File: src/pkg/bcd_pkg.sv
// Purpose: Shared constants and types for the block command decoder
// Assumes: One 16-bit command code and one 16-bit data word per command
// Notes: Command codes double as register addresses for readback
package bcd_pkg;
    // Command codes
    localparam logic [15:0] CMD_SUPPLY = 16'h0002;
    localparam logic [15:0] CMD_RESET = 16'h0004;
    localparam logic [15:0] CMD_LOAD_SET = 16'h000C;
    localparam logic [15:0] CMD_RESULTS = 16'h000E;
    localparam logic [15:0] CMD_SET_CTRL = 16'h0010;
    localparam logic [15:0] CMD_READ_STAT = 16'h0012;
    localparam logic [15:0] CMD_INFO = 16'h0014;
    localparam logic [15:0] CMD_FW_LOAD = 16'h0018;
    localparam logic [15:0] CMD_SEL_INPUT = 16'h001A;
    localparam logic [15:0] CMD_SENSOR = 16'h0070;
    localparam logic [15:0] CMD_CAL_STAT = 16'h0072;
    localparam logic [15:0] CMD_CAL_LOAD = 16'h0074;
    localparam logic [15:0] CMD_CAL_READ = 16'h0076;
    localparam logic [15:0] CMD_PROBE = 16'h0078;
    // Variant ranges
    localparam logic [15:0] VAR_A_LO = 16'h0030;
    localparam logic [15:0] VAR_A_HI = 16'h004F;
    localparam logic [15:0] VAR_B_LO = 16'h0050;
    localparam logic [15:0] VAR_B_HI = 16'h006F;
    localparam logic [15:0] VAR_C_LO = 16'h0070;
    localparam logic [15:0] VAR_C_HI = 16'h008F;
    // Data words
    localparam logic [15:0] D_READBACK = 16'h1000;
    localparam logic [15:0] D_READ_ALL_SETS = 16'h0080;
    localparam logic [15:0] D_INFO_ALL = 16'h0040;
    localparam logic [15:0] D_ONE = 16'h0001;
    localparam logic [15:0] D_TWO = 16'h0002;
    localparam logic [15:0] D_THREE = 16'h0003;
    localparam logic [15:0] D_FOUR = 16'h0004;
    localparam logic [15:0] D_ZERO = 16'h0000;
    localparam logic [15:0] D_EIGHT = 16'h0008;
    // Register field positions and reset values
    localparam int SUP_POWER_BIT = 0;
    localparam int SUP_AUTO_BIT = 1;
    localparam int RST_BOARD_BIT = 0;
    localparam int RST_SLAB_BIT = 1;
    localparam int RST_ALL_BIT = 2;
    localparam int RST_CFG_BIT = 3;
    localparam int RST_BUNCH_BIT = 4;
    localparam logic [15:0] SUPPLY_RESET = 16'h0000;
    localparam logic [15:0] RESET_REG_RESET = 16'h0000;
    localparam logic [15:0] CTRL_RESET = 16'h0000;
    // Pulse lengths in clock cycles and pulse counter width in bits
    localparam int PULSE_CYCLES = 6;
    localparam int BUNCH_CYCLES = 4;
    localparam int PCNT_W = 3;

    // Operation requests sent to the surrounding logic
    typedef enum logic [3:0] {
        BCD_OP_NONE, BCD_OP_LOAD_SET, BCD_OP_READ_SETS, BCD_OP_RESULTS,
        BCD_OP_FW_WORD, BCD_OP_SENSOR, BCD_OP_CAL_LOAD, BCD_OP_CAL_READ,
        BCD_OP_PROBE, BCD_OP_INFO, BCD_OP_VARIANT
    } bcd_op_t;

    // Incoming command
    typedef struct packed {
        logic valid;
        logic [15:0] code;
        logic [15:0] data;
    } bcd_cmd_t;

    // Outgoing reply word
    typedef struct packed {
        logic valid;
        logic [15:0] code;
        logic [15:0] data;
    } bcd_reply_t;
endpackage

File: src/rtl/bcd_decoder.sv
// Purpose: Block command decoder of the detector interface board
// Assumes: Commands arrive one per cycle, already deframed and checked
// Notes: Long operations are done outside; this block issues and tracks them
// Overview of operation
// - Code 0x000C loads the configuration set selected by data into a slab.
// - Code 0x000C with data 0x0080 reads back all stored sets instead.
// - Code 0x000E forwards slab results; busy until the transfer is done.
// - Code 0x0012 returns control, status one or status two for data 1 to 3.
// - Code 0x0014 returns board information picked by one-hot data; 0x0040 all.
// - Code 0x0018 accepts firmware words while staying idle.
// - Code 0x001A picks command source; 0x0002 resets input selection.
// - Code 0x0070 sensor fetch 1/3 and send 2/4 operations.
// - Code 0x0072 with 0x1000 returns calibration status, state unchanged.
// - Code 0x0074 loads calibration settings; 0x0076 data 1 reads them.
// - Code 0x0078 data 1 reads probe registers; busy until complete.
// - Codes 0x0030-0x008F are reserved for detector variants.
// - While busy, commands other than reset or emergency are ignored.
// - After a busy operation completes, return to idle and accept commands.
// - Supply data 1 turns slab supply on, 0 turns off, in bit 0.
// - Supply bit 1 gives automatic power control, only with bit 0 set.
// - Clearing the supply bit clears the automatic bit.
// - Bunch-counter clear comes from fast command; bit 4 high for 4 cycles.
// - Reset data 0x0008 clears front-end configuration for 6 cycles.
// - Reset data 0x0004 resets board and slabs for 6 cycles.
// - Reset data 0x0002 resets slab electronics for 6 cycles.
// - Reset data 0x0001 resets board logic for 6 cycles.
`timescale 1ns/1ps
module bcd_decoder (
    input wire logic ref_clk,
    input wire logic resetn,
    input wire bcd_pkg::bcd_cmd_t cmd,
    input wire logic fast_bunch_clear,
    input wire logic emergency,
    input wire logic op_done,
    input wire logic [15:0] status1,
    input wire logic [15:0] status2,
    input wire logic [15:0] cal_status,
    input wire logic [15:0] info_word,
    output bcd_pkg::bcd_reply_t reply,
    output bcd_pkg::bcd_op_t op,
    output logic [15:0] op_data,
    output logic op_valid,
    output logic busy,
    output logic [15:0] supply_reg,
    output logic [15:0] reset_reg,
    output logic [15:0] control_reg,
    output logic [1:0] input_sel,
    output logic input_sel_clear,
    output logic slab_power,
    output logic auto_power,
    output logic bunch_counter_clear,
    output logic asic_config_clear,
    output logic board_logic_clear,
    output logic slab_clear
);
    logic [15:0] supply_r;
    logic [15:0] control_r;
    logic [1:0] sel_r;
    logic sel_clr_r;
    bcd_pkg::bcd_reply_t reply_r;
    bcd_pkg::bcd_op_t op_r;
    logic [15:0] op_data_r;
    logic op_valid_r;
    logic busy_w;
    logic p_board;
    logic p_slab;
    logic p_all;
    logic p_cfg;
    logic p_bunch;
    logic [15:0] reset_w;
    logic [15:0] reset_q_r;
    logic out_board_r;
    logic out_slab_r;
    logic out_cfg_r;
    logic out_bunch_r;

    // Decode of the incoming command
    wire is_rb = cmd.data == bcd_pkg::D_READBACK;
    wire c_sup = cmd.code == bcd_pkg::CMD_SUPPLY;
    wire c_rst = cmd.code == bcd_pkg::CMD_RESET;
    wire c_load = cmd.code == bcd_pkg::CMD_LOAD_SET;
    wire c_res = cmd.code == bcd_pkg::CMD_RESULTS;
    wire c_ctl = cmd.code == bcd_pkg::CMD_SET_CTRL;
    wire c_stat = cmd.code == bcd_pkg::CMD_READ_STAT;
    wire c_info = cmd.code == bcd_pkg::CMD_INFO;
    wire c_fw = cmd.code == bcd_pkg::CMD_FW_LOAD;
    wire c_sel = cmd.code == bcd_pkg::CMD_SEL_INPUT;
    wire c_sens = cmd.code == bcd_pkg::CMD_SENSOR;
    wire c_cals = cmd.code == bcd_pkg::CMD_CAL_STAT;
    wire c_call = cmd.code == bcd_pkg::CMD_CAL_LOAD;
    wire c_calr = cmd.code == bcd_pkg::CMD_CAL_READ;
    wire c_prb = cmd.code == bcd_pkg::CMD_PROBE;
    // Variant ranges not otherwise decoded here
    wire c_var = ((cmd.code >= bcd_pkg::VAR_A_LO) && (cmd.code <= bcd_pkg::VAR_C_HI))
        && !c_sens && !c_cals && !c_call && !c_calr && !c_prb;

    // Busy gate: only reset commands and emergencies get through while busy
    wire acc = cmd.valid && (!busy_w || c_rst);
    wire acc_rw = acc && !is_rb;

    // Starts of operations that leave idle
    wire st_load = acc_rw && c_load;
    wire st_res = acc_rw && c_res;
    wire st_sens = acc_rw && c_sens && (cmd.data >= bcd_pkg::D_ONE)
        && (cmd.data <= bcd_pkg::D_FOUR);
    wire st_prb = acc_rw && c_prb && (cmd.data == bcd_pkg::D_ONE);
    wire start = st_load || st_res || st_sens || st_prb;

    // Reset command triggers
    wire rst_wr = acc_rw && c_rst;
    wire t_board = rst_wr && (cmd.data == bcd_pkg::D_ONE);
    wire t_slab = rst_wr && (cmd.data == bcd_pkg::D_TWO);
    wire t_all = rst_wr && (cmd.data == bcd_pkg::D_FOUR);
    wire t_cfg = rst_wr && (cmd.data == bcd_pkg::D_EIGHT);

    // Supply register next value; clearing power drops automatic
    wire sup_on = acc_rw && c_sup && (cmd.data == bcd_pkg::D_ONE);
    wire sup_off = acc_rw && c_sup && (cmd.data == bcd_pkg::D_ZERO);
    wire sup_auto = acc_rw && c_sup && (cmd.data == bcd_pkg::D_TWO);
    wire [15:0] sup_nxt = sup_off ? 16'h0000 :
        sup_on ? (supply_r | 16'h0001) :
        (sup_auto && supply_r[bcd_pkg::SUP_POWER_BIT]) ? (supply_r | 16'h0002) :
        supply_r;

    // Reset register view: bit 4 read-only from the fast path
    assign reset_w = {11'h000, p_bunch, p_cfg, p_all, p_slab, p_board};

    // Readback value selection
    wire [15:0] stat_sel = (cmd.data == bcd_pkg::D_ONE) ? control_r :
        (cmd.data == bcd_pkg::D_TWO) ? status1 :
        (cmd.data == bcd_pkg::D_THREE) ? status2 : 16'h0000;
    wire stat_ok = (cmd.data >= bcd_pkg::D_ONE) && (cmd.data <= bcd_pkg::D_THREE);
    wire info_ok = (cmd.data != 16'h0000) && ((cmd.data & (cmd.data - 16'h0001)) == 16'h0000)
        && (cmd.data <= bcd_pkg::D_INFO_ALL);
    wire rb_sup = acc && c_sup && is_rb;
    wire rb_rst = acc && c_rst && is_rb;
    wire rb_sel = acc && c_sel && is_rb;
    wire rb_cal = acc && c_cals && is_rb;
    wire rb_stat = acc && c_stat && stat_ok;
    wire rb_info = acc && c_info && info_ok;
    wire reply_v = rb_sup || rb_rst || rb_sel || rb_cal || rb_stat || rb_info;
    wire [15:0] reply_d = rb_sup ? supply_r :
        rb_rst ? reset_w :
        rb_sel ? {14'h0000, sel_r} :
        rb_cal ? cal_status :
        rb_stat ? stat_sel : info_word;

    // Operation request selection for the surrounding logic
    wire fw_word = acc_rw && c_fw;
    wire cal_ld = acc_rw && c_call;
    wire cal_rd = acc && c_calr && (cmd.data == bcd_pkg::D_ONE);
    wire var_op = acc && c_var;
    wire rd_sets = st_load && (cmd.data == bcd_pkg::D_READ_ALL_SETS);
    bcd_pkg::bcd_op_t op_nxt;
    assign op_nxt = rd_sets ? bcd_pkg::BCD_OP_READ_SETS :
        st_load ? bcd_pkg::BCD_OP_LOAD_SET :
        st_res ? bcd_pkg::BCD_OP_RESULTS :
        st_sens ? bcd_pkg::BCD_OP_SENSOR :
        st_prb ? bcd_pkg::BCD_OP_PROBE :
        fw_word ? bcd_pkg::BCD_OP_FW_WORD :
        cal_ld ? bcd_pkg::BCD_OP_CAL_LOAD :
        cal_rd ? bcd_pkg::BCD_OP_CAL_READ :
        rb_info ? bcd_pkg::BCD_OP_INFO :
        var_op ? bcd_pkg::BCD_OP_VARIANT : bcd_pkg::BCD_OP_NONE;
    wire op_v = op_nxt != bcd_pkg::BCD_OP_NONE;

    // Source selection; data 2 pulses the selection-logic clear
    wire sel_wr = acc_rw && c_sel && (cmd.data <= bcd_pkg::D_ONE);
    wire sel_clr = acc_rw && c_sel && (cmd.data == bcd_pkg::D_TWO);

    // Busy tracker; emergency or a board or general reset aborts the operation
    bcd_busy u_busy (
        .ref_clk(ref_clk),
        .resetn(resetn),
        .start(start),
        .done(op_done),
        .abort(emergency || t_all || t_board),
        .busy(busy_w)
    );

    // Reset pulse stretchers, one per reset line
    bcd_pulse #(.LEN(bcd_pkg::PULSE_CYCLES)) u_p_board (
        .ref_clk(ref_clk), .resetn(resetn), .trig(t_board), .active(p_board));
    bcd_pulse #(.LEN(bcd_pkg::PULSE_CYCLES)) u_p_slab (
        .ref_clk(ref_clk), .resetn(resetn), .trig(t_slab), .active(p_slab));
    bcd_pulse #(.LEN(bcd_pkg::PULSE_CYCLES)) u_p_all (
        .ref_clk(ref_clk), .resetn(resetn), .trig(t_all), .active(p_all));
    bcd_pulse #(.LEN(bcd_pkg::PULSE_CYCLES)) u_p_cfg (
        .ref_clk(ref_clk), .resetn(resetn), .trig(t_cfg), .active(p_cfg));
    bcd_pulse #(.LEN(bcd_pkg::BUNCH_CYCLES)) u_p_bunch (
        .ref_clk(ref_clk), .resetn(resetn), .trig(fast_bunch_clear), .active(p_bunch));

    // Register file and source selection
    always_ff @(posedge ref_clk or negedge resetn) begin
        if (!resetn) begin
            supply_r <= bcd_pkg::SUPPLY_RESET;
            control_r <= bcd_pkg::CTRL_RESET;
            sel_r <= 2'h0;
            sel_clr_r <= 1'b0;
        end else begin
            supply_r <= sup_nxt;
            if (acc_rw && c_ctl) control_r <= cmd.data;
            if (sel_wr) sel_r <= cmd.data[1:0];
            else if (sel_clr) sel_r <= 2'h0;
            sel_clr_r <= sel_clr;
        end
    end

    // Reply and operation request registers, one cycle after the command
    always_ff @(posedge ref_clk or negedge resetn) begin
        if (!resetn) begin
            reply_r <= '0;
            op_r <= bcd_pkg::BCD_OP_NONE;
            op_data_r <= 16'h0000;
            op_valid_r <= 1'b0;
        end else begin
            reply_r <= '{valid: reply_v, code: cmd.code, data: reply_d};
            op_r <= op_nxt;
            op_data_r <= cmd.data;
            op_valid_r <= op_v;
        end
    end

    // Output flops for the reset lines; general reset drives board and slab
    always_ff @(posedge ref_clk or negedge resetn) begin
        if (!resetn) begin
            reset_q_r <= bcd_pkg::RESET_REG_RESET;
            out_board_r <= 1'b0;
            out_slab_r <= 1'b0;
            out_cfg_r <= 1'b0;
            out_bunch_r <= 1'b0;
        end else begin
            reset_q_r <= reset_w;
            out_board_r <= p_board || p_all;
            out_slab_r <= p_slab || p_all;
            out_cfg_r <= p_cfg;
            out_bunch_r <= p_bunch;
        end
    end

    assign reply = reply_r;
    assign op = op_r;
    assign op_data = op_data_r;
    assign op_valid = op_valid_r;
    assign busy = busy_w;
    assign supply_reg = supply_r;
    assign reset_reg = reset_q_r;
    assign control_reg = control_r;
    assign input_sel = sel_r;
    assign input_sel_clear = sel_clr_r;
    assign slab_power = supply_r[bcd_pkg::SUP_POWER_BIT];
    // Bit 1 only ever stands with bit 0, so the flop drives the pin directly
    assign auto_power = supply_r[bcd_pkg::SUP_AUTO_BIT];
    assign bunch_counter_clear = out_bunch_r;
    assign asic_config_clear = out_cfg_r;
    assign board_logic_clear = out_board_r;
    assign slab_clear = out_slab_r;

    // Automatic control never stands without slab supply
    a_auto_needs_pwr: assert property (@(posedge ref_clk) disable iff (!resetn)
        supply_r[bcd_pkg::SUP_AUTO_BIT] |-> supply_r[bcd_pkg::SUP_POWER_BIT])
        else $error("automatic set without supply");
    a_supply_off: assert property (@(posedge ref_clk) disable iff (!resetn)
        sup_off |=> supply_r[1:0] == 2'b00)
        else $error("supply off did not clear bits");
    a_supply_on: assert property (@(posedge ref_clk) disable iff (!resetn)
        sup_on |=> supply_r[bcd_pkg::SUP_POWER_BIT])
        else $error("supply on not taken");
    a_cfg_pulse_len: assert property (@(posedge ref_clk) disable iff (!resetn)
        t_cfg |=> p_cfg [*6] ##1 (!p_cfg || $past(t_cfg)))
        else $error("config clear length wrong");
    a_board_pulse_len: assert property (@(posedge ref_clk) disable iff (!resetn)
        t_board |=> p_board [*6])
        else $error("board clear too short");
    a_slab_pulse_len: assert property (@(posedge ref_clk) disable iff (!resetn)
        t_slab |=> p_slab [*6])
        else $error("slab clear too short");
    a_all_pulse_len: assert property (@(posedge ref_clk) disable iff (!resetn)
        t_all |=> p_all [*6])
        else $error("general reset too short");
    a_bunch_len: assert property (@(posedge ref_clk) disable iff (!resetn)
        $rose(p_bunch) && !fast_bunch_clear |-> p_bunch [*4] ##1 !p_bunch)
        else $error("bunch clear length wrong");
    a_busy_blocks: assert property (@(posedge ref_clk) disable iff (!resetn)
        busy_w && cmd.valid && c_ctl |=> $stable(control_r))
        else $error("command taken while busy");
    a_ctrl_write: assert property (@(posedge ref_clk) disable iff (!resetn)
        !busy_w && cmd.valid && c_ctl && !is_rb |=> control_r == $past(cmd.data))
        else $error("control write lost");
    a_busy_enter: assert property (@(posedge ref_clk) disable iff (!resetn)
        start && !emergency |=> busy_w)
        else $error("operation did not leave idle");
    a_busy_leave: assert property (@(posedge ref_clk) disable iff (!resetn)
        busy_w && op_done |=> !busy_w)
        else $error("no return to idle");
    a_readback_stable: assert property (@(posedge ref_clk) disable iff (!resetn)
        rb_sup |=> reply.valid && reply.data == $past(supply_r))
        else $error("supply readback wrong");
endmodule // bcd_decoder

File: src/rtl/bcd_pulse.sv
// Purpose: Fixed-length pulse stretcher for reset lines
// Assumes: Trigger is a one-cycle pulse
// Notes: A retrigger while active restarts the count
`timescale 1ns/1ps
module bcd_pulse #(
    parameter int LEN = 6
) (
    input wire logic ref_clk,
    input wire logic resetn,
    input wire logic trig,
    output logic active
);
    logic [bcd_pkg::PCNT_W-1:0] cnt_r;

    // Count down from LEN, output high while nonzero
    always_ff @(posedge ref_clk or negedge resetn) begin
        if (!resetn) begin
            cnt_r <= '0;
        end else if (trig) begin
            cnt_r <= bcd_pkg::PCNT_W'(LEN);
        end else if (cnt_r != '0) begin
            cnt_r <= cnt_r - 1'b1;
        end
    end

    assign active = (cnt_r != '0);
endmodule // bcd_pulse

File: src/rtl/bcd_busy.sv
// Purpose: Busy tracker for operations that leave idle
// Assumes: done arrives from the logic doing the work
// Notes: Abort covers emergency and the board and general reset commands
`timescale 1ns/1ps
module bcd_busy (
    input wire logic ref_clk,
    input wire logic resetn,
    input wire logic start,
    input wire logic done,
    input wire logic abort,
    output logic busy
);
    typedef enum logic {BCD_IDLE, BCD_BUSY} bcd_state_t;
    bcd_state_t state_r;
    bcd_state_t state_nxt;

    // Return to idle on completion or abort
    always_comb begin
        state_nxt = state_r;
        case (state_r)
            BCD_IDLE: if (start) state_nxt = BCD_BUSY;
            BCD_BUSY: if (done || abort) state_nxt = BCD_IDLE;
            default: state_nxt = BCD_IDLE;
        endcase
    end

    always_ff @(posedge ref_clk or negedge resetn) begin
        if (!resetn) begin
            state_r <= BCD_IDLE;
        end else begin
            state_r <= state_nxt;
        end
    end

    assign busy = (state_r == BCD_BUSY);
endmodule // bcd_busy

File: config.mk
export PLATFORM = sky130hd
export DESIGN_NAME = bcd_decoder
export DESIGN_NICKNAME = d
export VERILOG_FILES = /design/src/pkg/bcd_pkg.sv /design/src/rtl/bcd_decoder.sv /design/src/rtl/bcd_pulse.sv /design/src/rtl/bcd_busy.sv
export SDC_FILE = /design/constraint.sdc
export NUM_CORES = 1
export LEC_CHECK = 0
export BUFFER_PORTS_ARGS = -buffer_cell sky130_fd_sc_hd__buf_2
export CORE_MARGIN = 2
export CORE_UTILIZATION = 40
export CTS_CLUSTER_DIAMETER = 120
export DETAILED_ROUTE_END_ITERATION = 10
export PLACE_DENSITY = 0.73
export SKIP_LAST_GASP = 1
export SYNTH_ARGS = -nofsm -noshare
export SYNTH_HDL_FRONTEND = slang
export SYNTH_SLANG_ARGS = --single-unit
File: constraint.sdc
create_clock -name ref_clk -period 4.45 [get_ports ref_clk]
set_clock_uncertainty 0.2 [all_clocks]
set_input_delay 0.445 -clock ref_clk [delete_from_list [all_inputs] [get_ports ref_clk]]
set_output_delay 0.445 -clock ref_clk [all_outputs]
set_load 0.01 [all_outputs]
==> results.json, run 1 <==
{
  "drtPass1Iterations": 5,
  "ys_seq_area_frac": 0.481,
  "largest_register_ffs": 33,
  "h-tree-depth": 3,
  "wl_um": 14600,
  "grt_max_degree": 57,
  "final_common_cell": "buf_2",
  "p_int_mw": 1.54,
  "cts.clk_slew.worst_paths_ns": 0.06,
  "io_pins": 214,
  "min_period_over_period": 0.811,
  "synth-edff-count": 0,
  "critical_path_class": "input pin to flip-flop",
  "final_nets": 779,
  "cts.path.max_buffers": 2,
  "seqPwrFrac": 0.462,
  "max_clock_freq_mhz": 277,
  "yosysUniqueCellTypes": 58,
  "fp-row-count": 41,
  "portBuffers": 188,
  "grt-ovfl-total": 0,
  "power_mw": 2.04,
  "grt_setup_unrepaired": "no",
  "crit_arrival_ns": 3.67,
  "cts_sinks": 98,
  "cts_tree": "done",
  "slowest_stage": "nand2_1",
  "crit_fanout": 15,
  "antenna_found_initial": 0,
  "worstRegToRegCells": 6,
  "layout_common_cells": "buf_2 (187), dfrtp_1 (98), nor2_1 (38)",
  "insertion_delay_ns": 0.34,
  "timing.slew.headroom": 0.510,
  "n_antenna_cell": 0,
  "p_comb_frac": 0.128,
  "die_x_um": 117,
  "multi_input_area_um2": 2310,
  "ys_seq_elements": 98,
  "first_global_vias": 4324,
  "swShare": 0.245,
  "drv_slew": 0,
  "drcViolationCount": 0,
  "tns_ns": 0,
  "grt_pass1_wl_um": 22300,
  "synthFlopType": "dfrtp_1",
  "dr.first_iter.drc_count": 261,
  "holdWs_ns": 0.0189,
  "p_clk_frac": 0.410,
  "vias": 4411,
  "crit_top_cell": "nor2_1",
  "dp_hpwl_um": 11200,
  "max_stage_delay_ns": 0.59,
  "yosys_warnings": 0,
  "syn_area_um2": 5100,
  "avgSynthCellArea_um2": 10.4,
  "status": "finished, final reports clean",
  "fill_cells": 1196,
  "worstMarginPinSlew_ns": 0.729,
  "detail_route.wl_per_cell_um": 17.3,
  "ir_drop_uv": 160,
  "p_leak_nw": 3.21,
  "placed_area_um2": 6040,
  "cp_cell_sequence": "dlygate4sd3_1 > buf_2 > or4_1 > or3_1 > nor2_1 > nand3_1 > nand2_1 > nor2_1 > nor3_1",
  "netSwitchingPower_uw": 500,
  "viasPerCell": 5.23,
  "async_flop_share": 1.00,
  "postLayoutCoreUtil": 0.509,
  "cts_root_buf": "clkbuf_16",
  "fin_area_um2": 6380,
  "core_um2": 12500,
  "initial_core_util": 0.407,
  "critPathCaptureType": "flip-flop",
  "area_growth_pct": 25.1,
  "cts_buffers": 9,
  "finalHoldViolations": 0,
  "p_per_area_nw_per_um2": 320,
  "setup_viol": 0,
  "globalplace.congestion": 0.893,
  "max-cap-violations": 0,
  "start_kind": "input pin",
  "ant_nets": 0,
  "ff_latch_area_um2": 2450,
  "synth_cells": 492,
  "drive_gt1_frac": 0.378,
  "whs_path_depth": 1,
  "die_area_um2": 13700,
  "post-route-min-period_ns": 3.61,
  "cp_data_required_time_ns": 4.51,
  "die_y_um": 117,
  "grt_usage": 0.216,
  "hold_path_class": "input pin to flip-flop"
}
==> critical path: cells and delay by family <==
kind | cells | cell delay (ns)
simple gates | 7 | 2.56
buf+inv | 2 | 0.66
==> layer usage <==
metal	GRT usage	vias up	routed length, um
li1	-	2052	-
met1	0.279	2080	6180
met2	0.350	250	6840
met3	0.0618	29	1230
met4	0.0761	0	358
met5	0	-	0
==> final cells by class <==
cell class,count,area share
tap,172,0.0337
clock inverter,5,0.0122
sequential,98,0.385
multi-input combinational,346,0.363
clock buffer,11,0.0381
inverter,14,0.00824
timing repair buffer,198,0.160
==> stage by stage <==
stage,setup slack (ns),instances
floorplan,1.48,516
global placement,0.991,826
detailed placement,0.757,826
CTS,1.10,843
global route,0.584,844
finish,0.841,844
==> power groups by stage <==
stage                     clock (mW)  combinational, mW  sequential (mW)
after floorplan                    0              0.133            0.972
after global placement             0              0.251            0.957
after detailed placement           0              0.261            0.960
after CTS                      0.856              0.262            0.943
after global routing           0.892              0.288            0.945
final                          0.837              0.262            0.943
==> Yosys cell counts (10+ instances only) <==
cell type,count,area share
a21oi_1,22,0.022
mux2_4,10,0.029
nand3_1,16,0.016
buf_4,32,0.047
nor3_1,20,0.020
nand2_1,29,0.021
clkbuf_1,20,0.015
o21ai_0,18,0.018
dfrtp_1,98,0.48
a22o_1,12,0.021
mux2_2,22,0.049
ha_1,10,0.025
nor2_1,38,0.028
inv_1,14,0.010
==> cells by family (layout without fill, tap and decap cells) <==
kind of cell	count (synthesis)	after routing	share of synthesized area
buffers and inverters	72	228	0.0825
AND/OR/NAND/NOR	175	175	0.188
AO/OA/AOI/OAI	92	92	0.123
flip-flops	98	98	0.481
adder cells (fa/ha/maj)	11	11	0.0265
other	1	25	0.000736
multiplexers	37	37	0.0879
XOR/XNOR	6	6	0.0103
==> path summary, 6_finish.rpt <==
kind | from | endpoint | slack [ns]
setup reg to reg | u_busy.busy | reply[11] | 1.65
min in group asynchronous | resetn | reply[25] | 0.50
setup / recovery | cmd[27] | reply[11] | 0.84
hold / removal | cmd[28] | reply[28] | 0.02
hold reg to reg | u_p_bunch.cnt_r[2] | u_p_bunch.cnt_r[2] | 0.30
max in group asynchronous | resetn | reply[16] | 2.53
==> what timing repair did <==
item / 4_1_cts / 5_1_grt
buffers inserted: 0 / 0
endpoints found under the hold margin: 55 / 1
hold buffers: 1 / 1
resized for setup: 0 / 0
Power figures use the tool's default switching activity.
==> inputs of run 2 (changes only) <==
==> constraint.sdc (replaced) <==
create_clock -name ref_clk -period 3.5 [get_ports ref_clk]
set_clock_uncertainty 0.2 [all_clocks]
set_input_delay 0.35 -clock ref_clk [delete_from_list [all_inputs] [get_ports ref_clk]]
set_output_delay 0.35 -clock ref_clk [all_outputs]
set_load 0.01 [all_outputs]
==> results.json, run 2 (synthesis results as in run 1) <==
{
  "ff_latch_area_um2": 2450,
  "max_stage_delay_ns": 0.60,
  "fill_cells": 1186,
  "cts_setup_buffers": 0,
  "grt_pass1_wl_um": 22600,
  "crit_fanout": 5,
  "area_growth_pct": 31.2,
  "worstMarginPinSlew_ns": 1.02,
  "wl_um": 14900,
  "first_global_vias": 4359,
  "die_y_um": 117,
  "drcViolationCount": 0,
  "insertion_delay_ns": 0.35,
  "grt_max_degree": 83,
  "critical_path_class": "input pin to flip-flop",
  "min_period_over_period": 0.936,
  "hold_path_class": "input pin to asynchronous set/reset pin",
  "start_kind": "input pin",
  "drv_slew": 0,
  "crit_arrival_ns": 3.33,
  "initial_core_util": 0.407,
  "n_antenna_cell": 0,
  "layout_common_cells": "buf_2 (187), dfrtp_1 (98), nor2_1 (38)",
  "critPathCaptureType": "flip-flop",
  "io_pins": 214,
  "max-cap-violations": 0,
  "tns_ns": 0,
  "slowest_stage": "or4_1",
  "fp-row-count": 41,
  "vias": 4516,
  "drtPass1Iterations": 5,
  "ant_nets": 0,
  "cts_buffers": 9,
  "dp_hpwl_um": 11300,
  "die_area_um2": 13700,
  "die_x_um": 117,
  "status": "finished with violations",
  "viasPerCell": 5.16,
  "cts_tree": "done",
  "ir_drop_uv": 203,
  "grt-ovfl-total": 0,
  "portBuffers": 188,
  "antenna_found_initial": 0,
  "final_common_cell": "buf_2",
  "finalHoldViolations": 28,
  "max_clock_freq_mhz": 305,
  "cts_root_buf": "clkbuf_16",
  "cts.clk_slew.worst_paths_ns": 0.07,
  "timing.slew.headroom": 0.319,
  "cts.path.max_buffers": 2,
  "p_leak_nw": 3.36,
  "failed_checks": "negative hold slack",
  "power_mw": 2.63,
  "globalplace.congestion": 0.936,
  "holdWs_ns": -0.0196,
  "final_nets": 811,
  "cts_sinks": 98,
  "grt_setup_unrepaired": "no",
  "drive_gt1_frac": 0.378,
  "grt_usage": 0.220,
  "dr.first_iter.drc_count": 216,
  "detail_route.wl_per_cell_um": 17.0,
  "core_um2": 12500,
  "cp_cell_sequence": "dlygate4sd3_1 > buf_2 > or4_1 > or3_1 > nor3_1 > nand3_1 > o22ai_1 > nor2_1 > a21oi_1",
  "setup_viol": 0,
  "h-tree-depth": 3,
  "p_per_area_nw_per_um2": 393,
  "post-route-min-period_ns": 3.27,
  "largest_register_ffs": 33,
  "cp_data_required_time_ns": 3.55,
  "multi_input_area_um2": 2320
}
[run 2: cell count changes in the layout (fill, tap and decap cells not counted), sizes merged]
| cell | delta |
|---|---|
| dlygate4sd3 | +22 |
| buf | +10 |
| clkinvlp | -1 |
| inv | +1 |
[run 2: per-stage QoR]
| step | setup slack [ns] | hold slack (ns) | cell area (um^2) | utilization | instances |
|---|---|---|---|---|---|
| floorplan | 0.627 | -0.146 | 5190 | - | 516 |
| global placement | 0.378 | 0.258 | 6110 | 0.488 | 836 |
| detailed placement | 0.328 | 0.270 | 6110 | 0.488 | 836 |
| CTS | 0.150 | 0.000684 | 6680 | 0.534 | 876 |
| global route | 0.0575 | 0.00502 | 6690 | 0.534 | 876 |
| finish | 0.225 | -0.0196 | 6690 | 0.534 | 876 |
[run 2: report_power, final]
| group | total [mW] | switching (mW) | internal [mW] |
|---|---|---|---|
| registers | 1.20 | 0.0199 | 1.18 |
| clock network | 1.08 | 0.427 | 0.651 |
| logic | 0.354 | 0.200 | 0.154 |
| total | 2.63 | 0.646 | 1.98 |
[run 2: critical path: cells and delay by family]
family	cells	cell delay (ns)
AND/OR/NAND/NOR	5	1.80
buffers and inverters	2	0.67
AO/OA/AOI/OAI	2	0.50
[run 2: routing by layer]
metal | GRT usage | vias up | part of all wire | routed length, um
li1 | - | 2122 | - | -
met1 | 0.285 | 2178 | 0.43 | 6450
met2 | 0.364 | 195 | 0.48 | 7160
met3 | 0.0412 | 21 | 0.064 | 956
met4 | 0.0886 | 0 | 0.022 | 333
met5 | 0 | - | 0 | 0
[run 2: worst paths after layout]
path / start / to / slack [ns] / cells past startpoint
setup / recovery: cmd[29] / op[0] / 0.23 / 9
setup reg to reg: u_busy.busy / reply[3] / 1.29 / 9
hold / removal: resetn / reply[26] / -0.02 / 1
hold reg to reg: u_p_bunch.cnt_r[2] / u_p_bunch.cnt_r[2] / 0.30 / 1
min in group ref_clk: cmd[4] / op_data[4] / 0.01 / 1
max in group asynchronous: resetn / reset_reg[0] / 2.39 / 2
[run 2: final cells by class]
cell class,instances,area share
clock buffer,11,0.0363
sequential,98,0.367
clock inverter,5,0.0129
inverter,14,0.00786
multi-input combinational,346,0.347
tap,172,0.0322
timing repair buffer,230,0.197
[run 2: what timing repair did]
item / CTS / global route
hold buffers: 24 / 0
gates resized for setup: 0 / 2
hold endpoints to repair: 25 / 0
setup endpoints to repair: 0 / 12
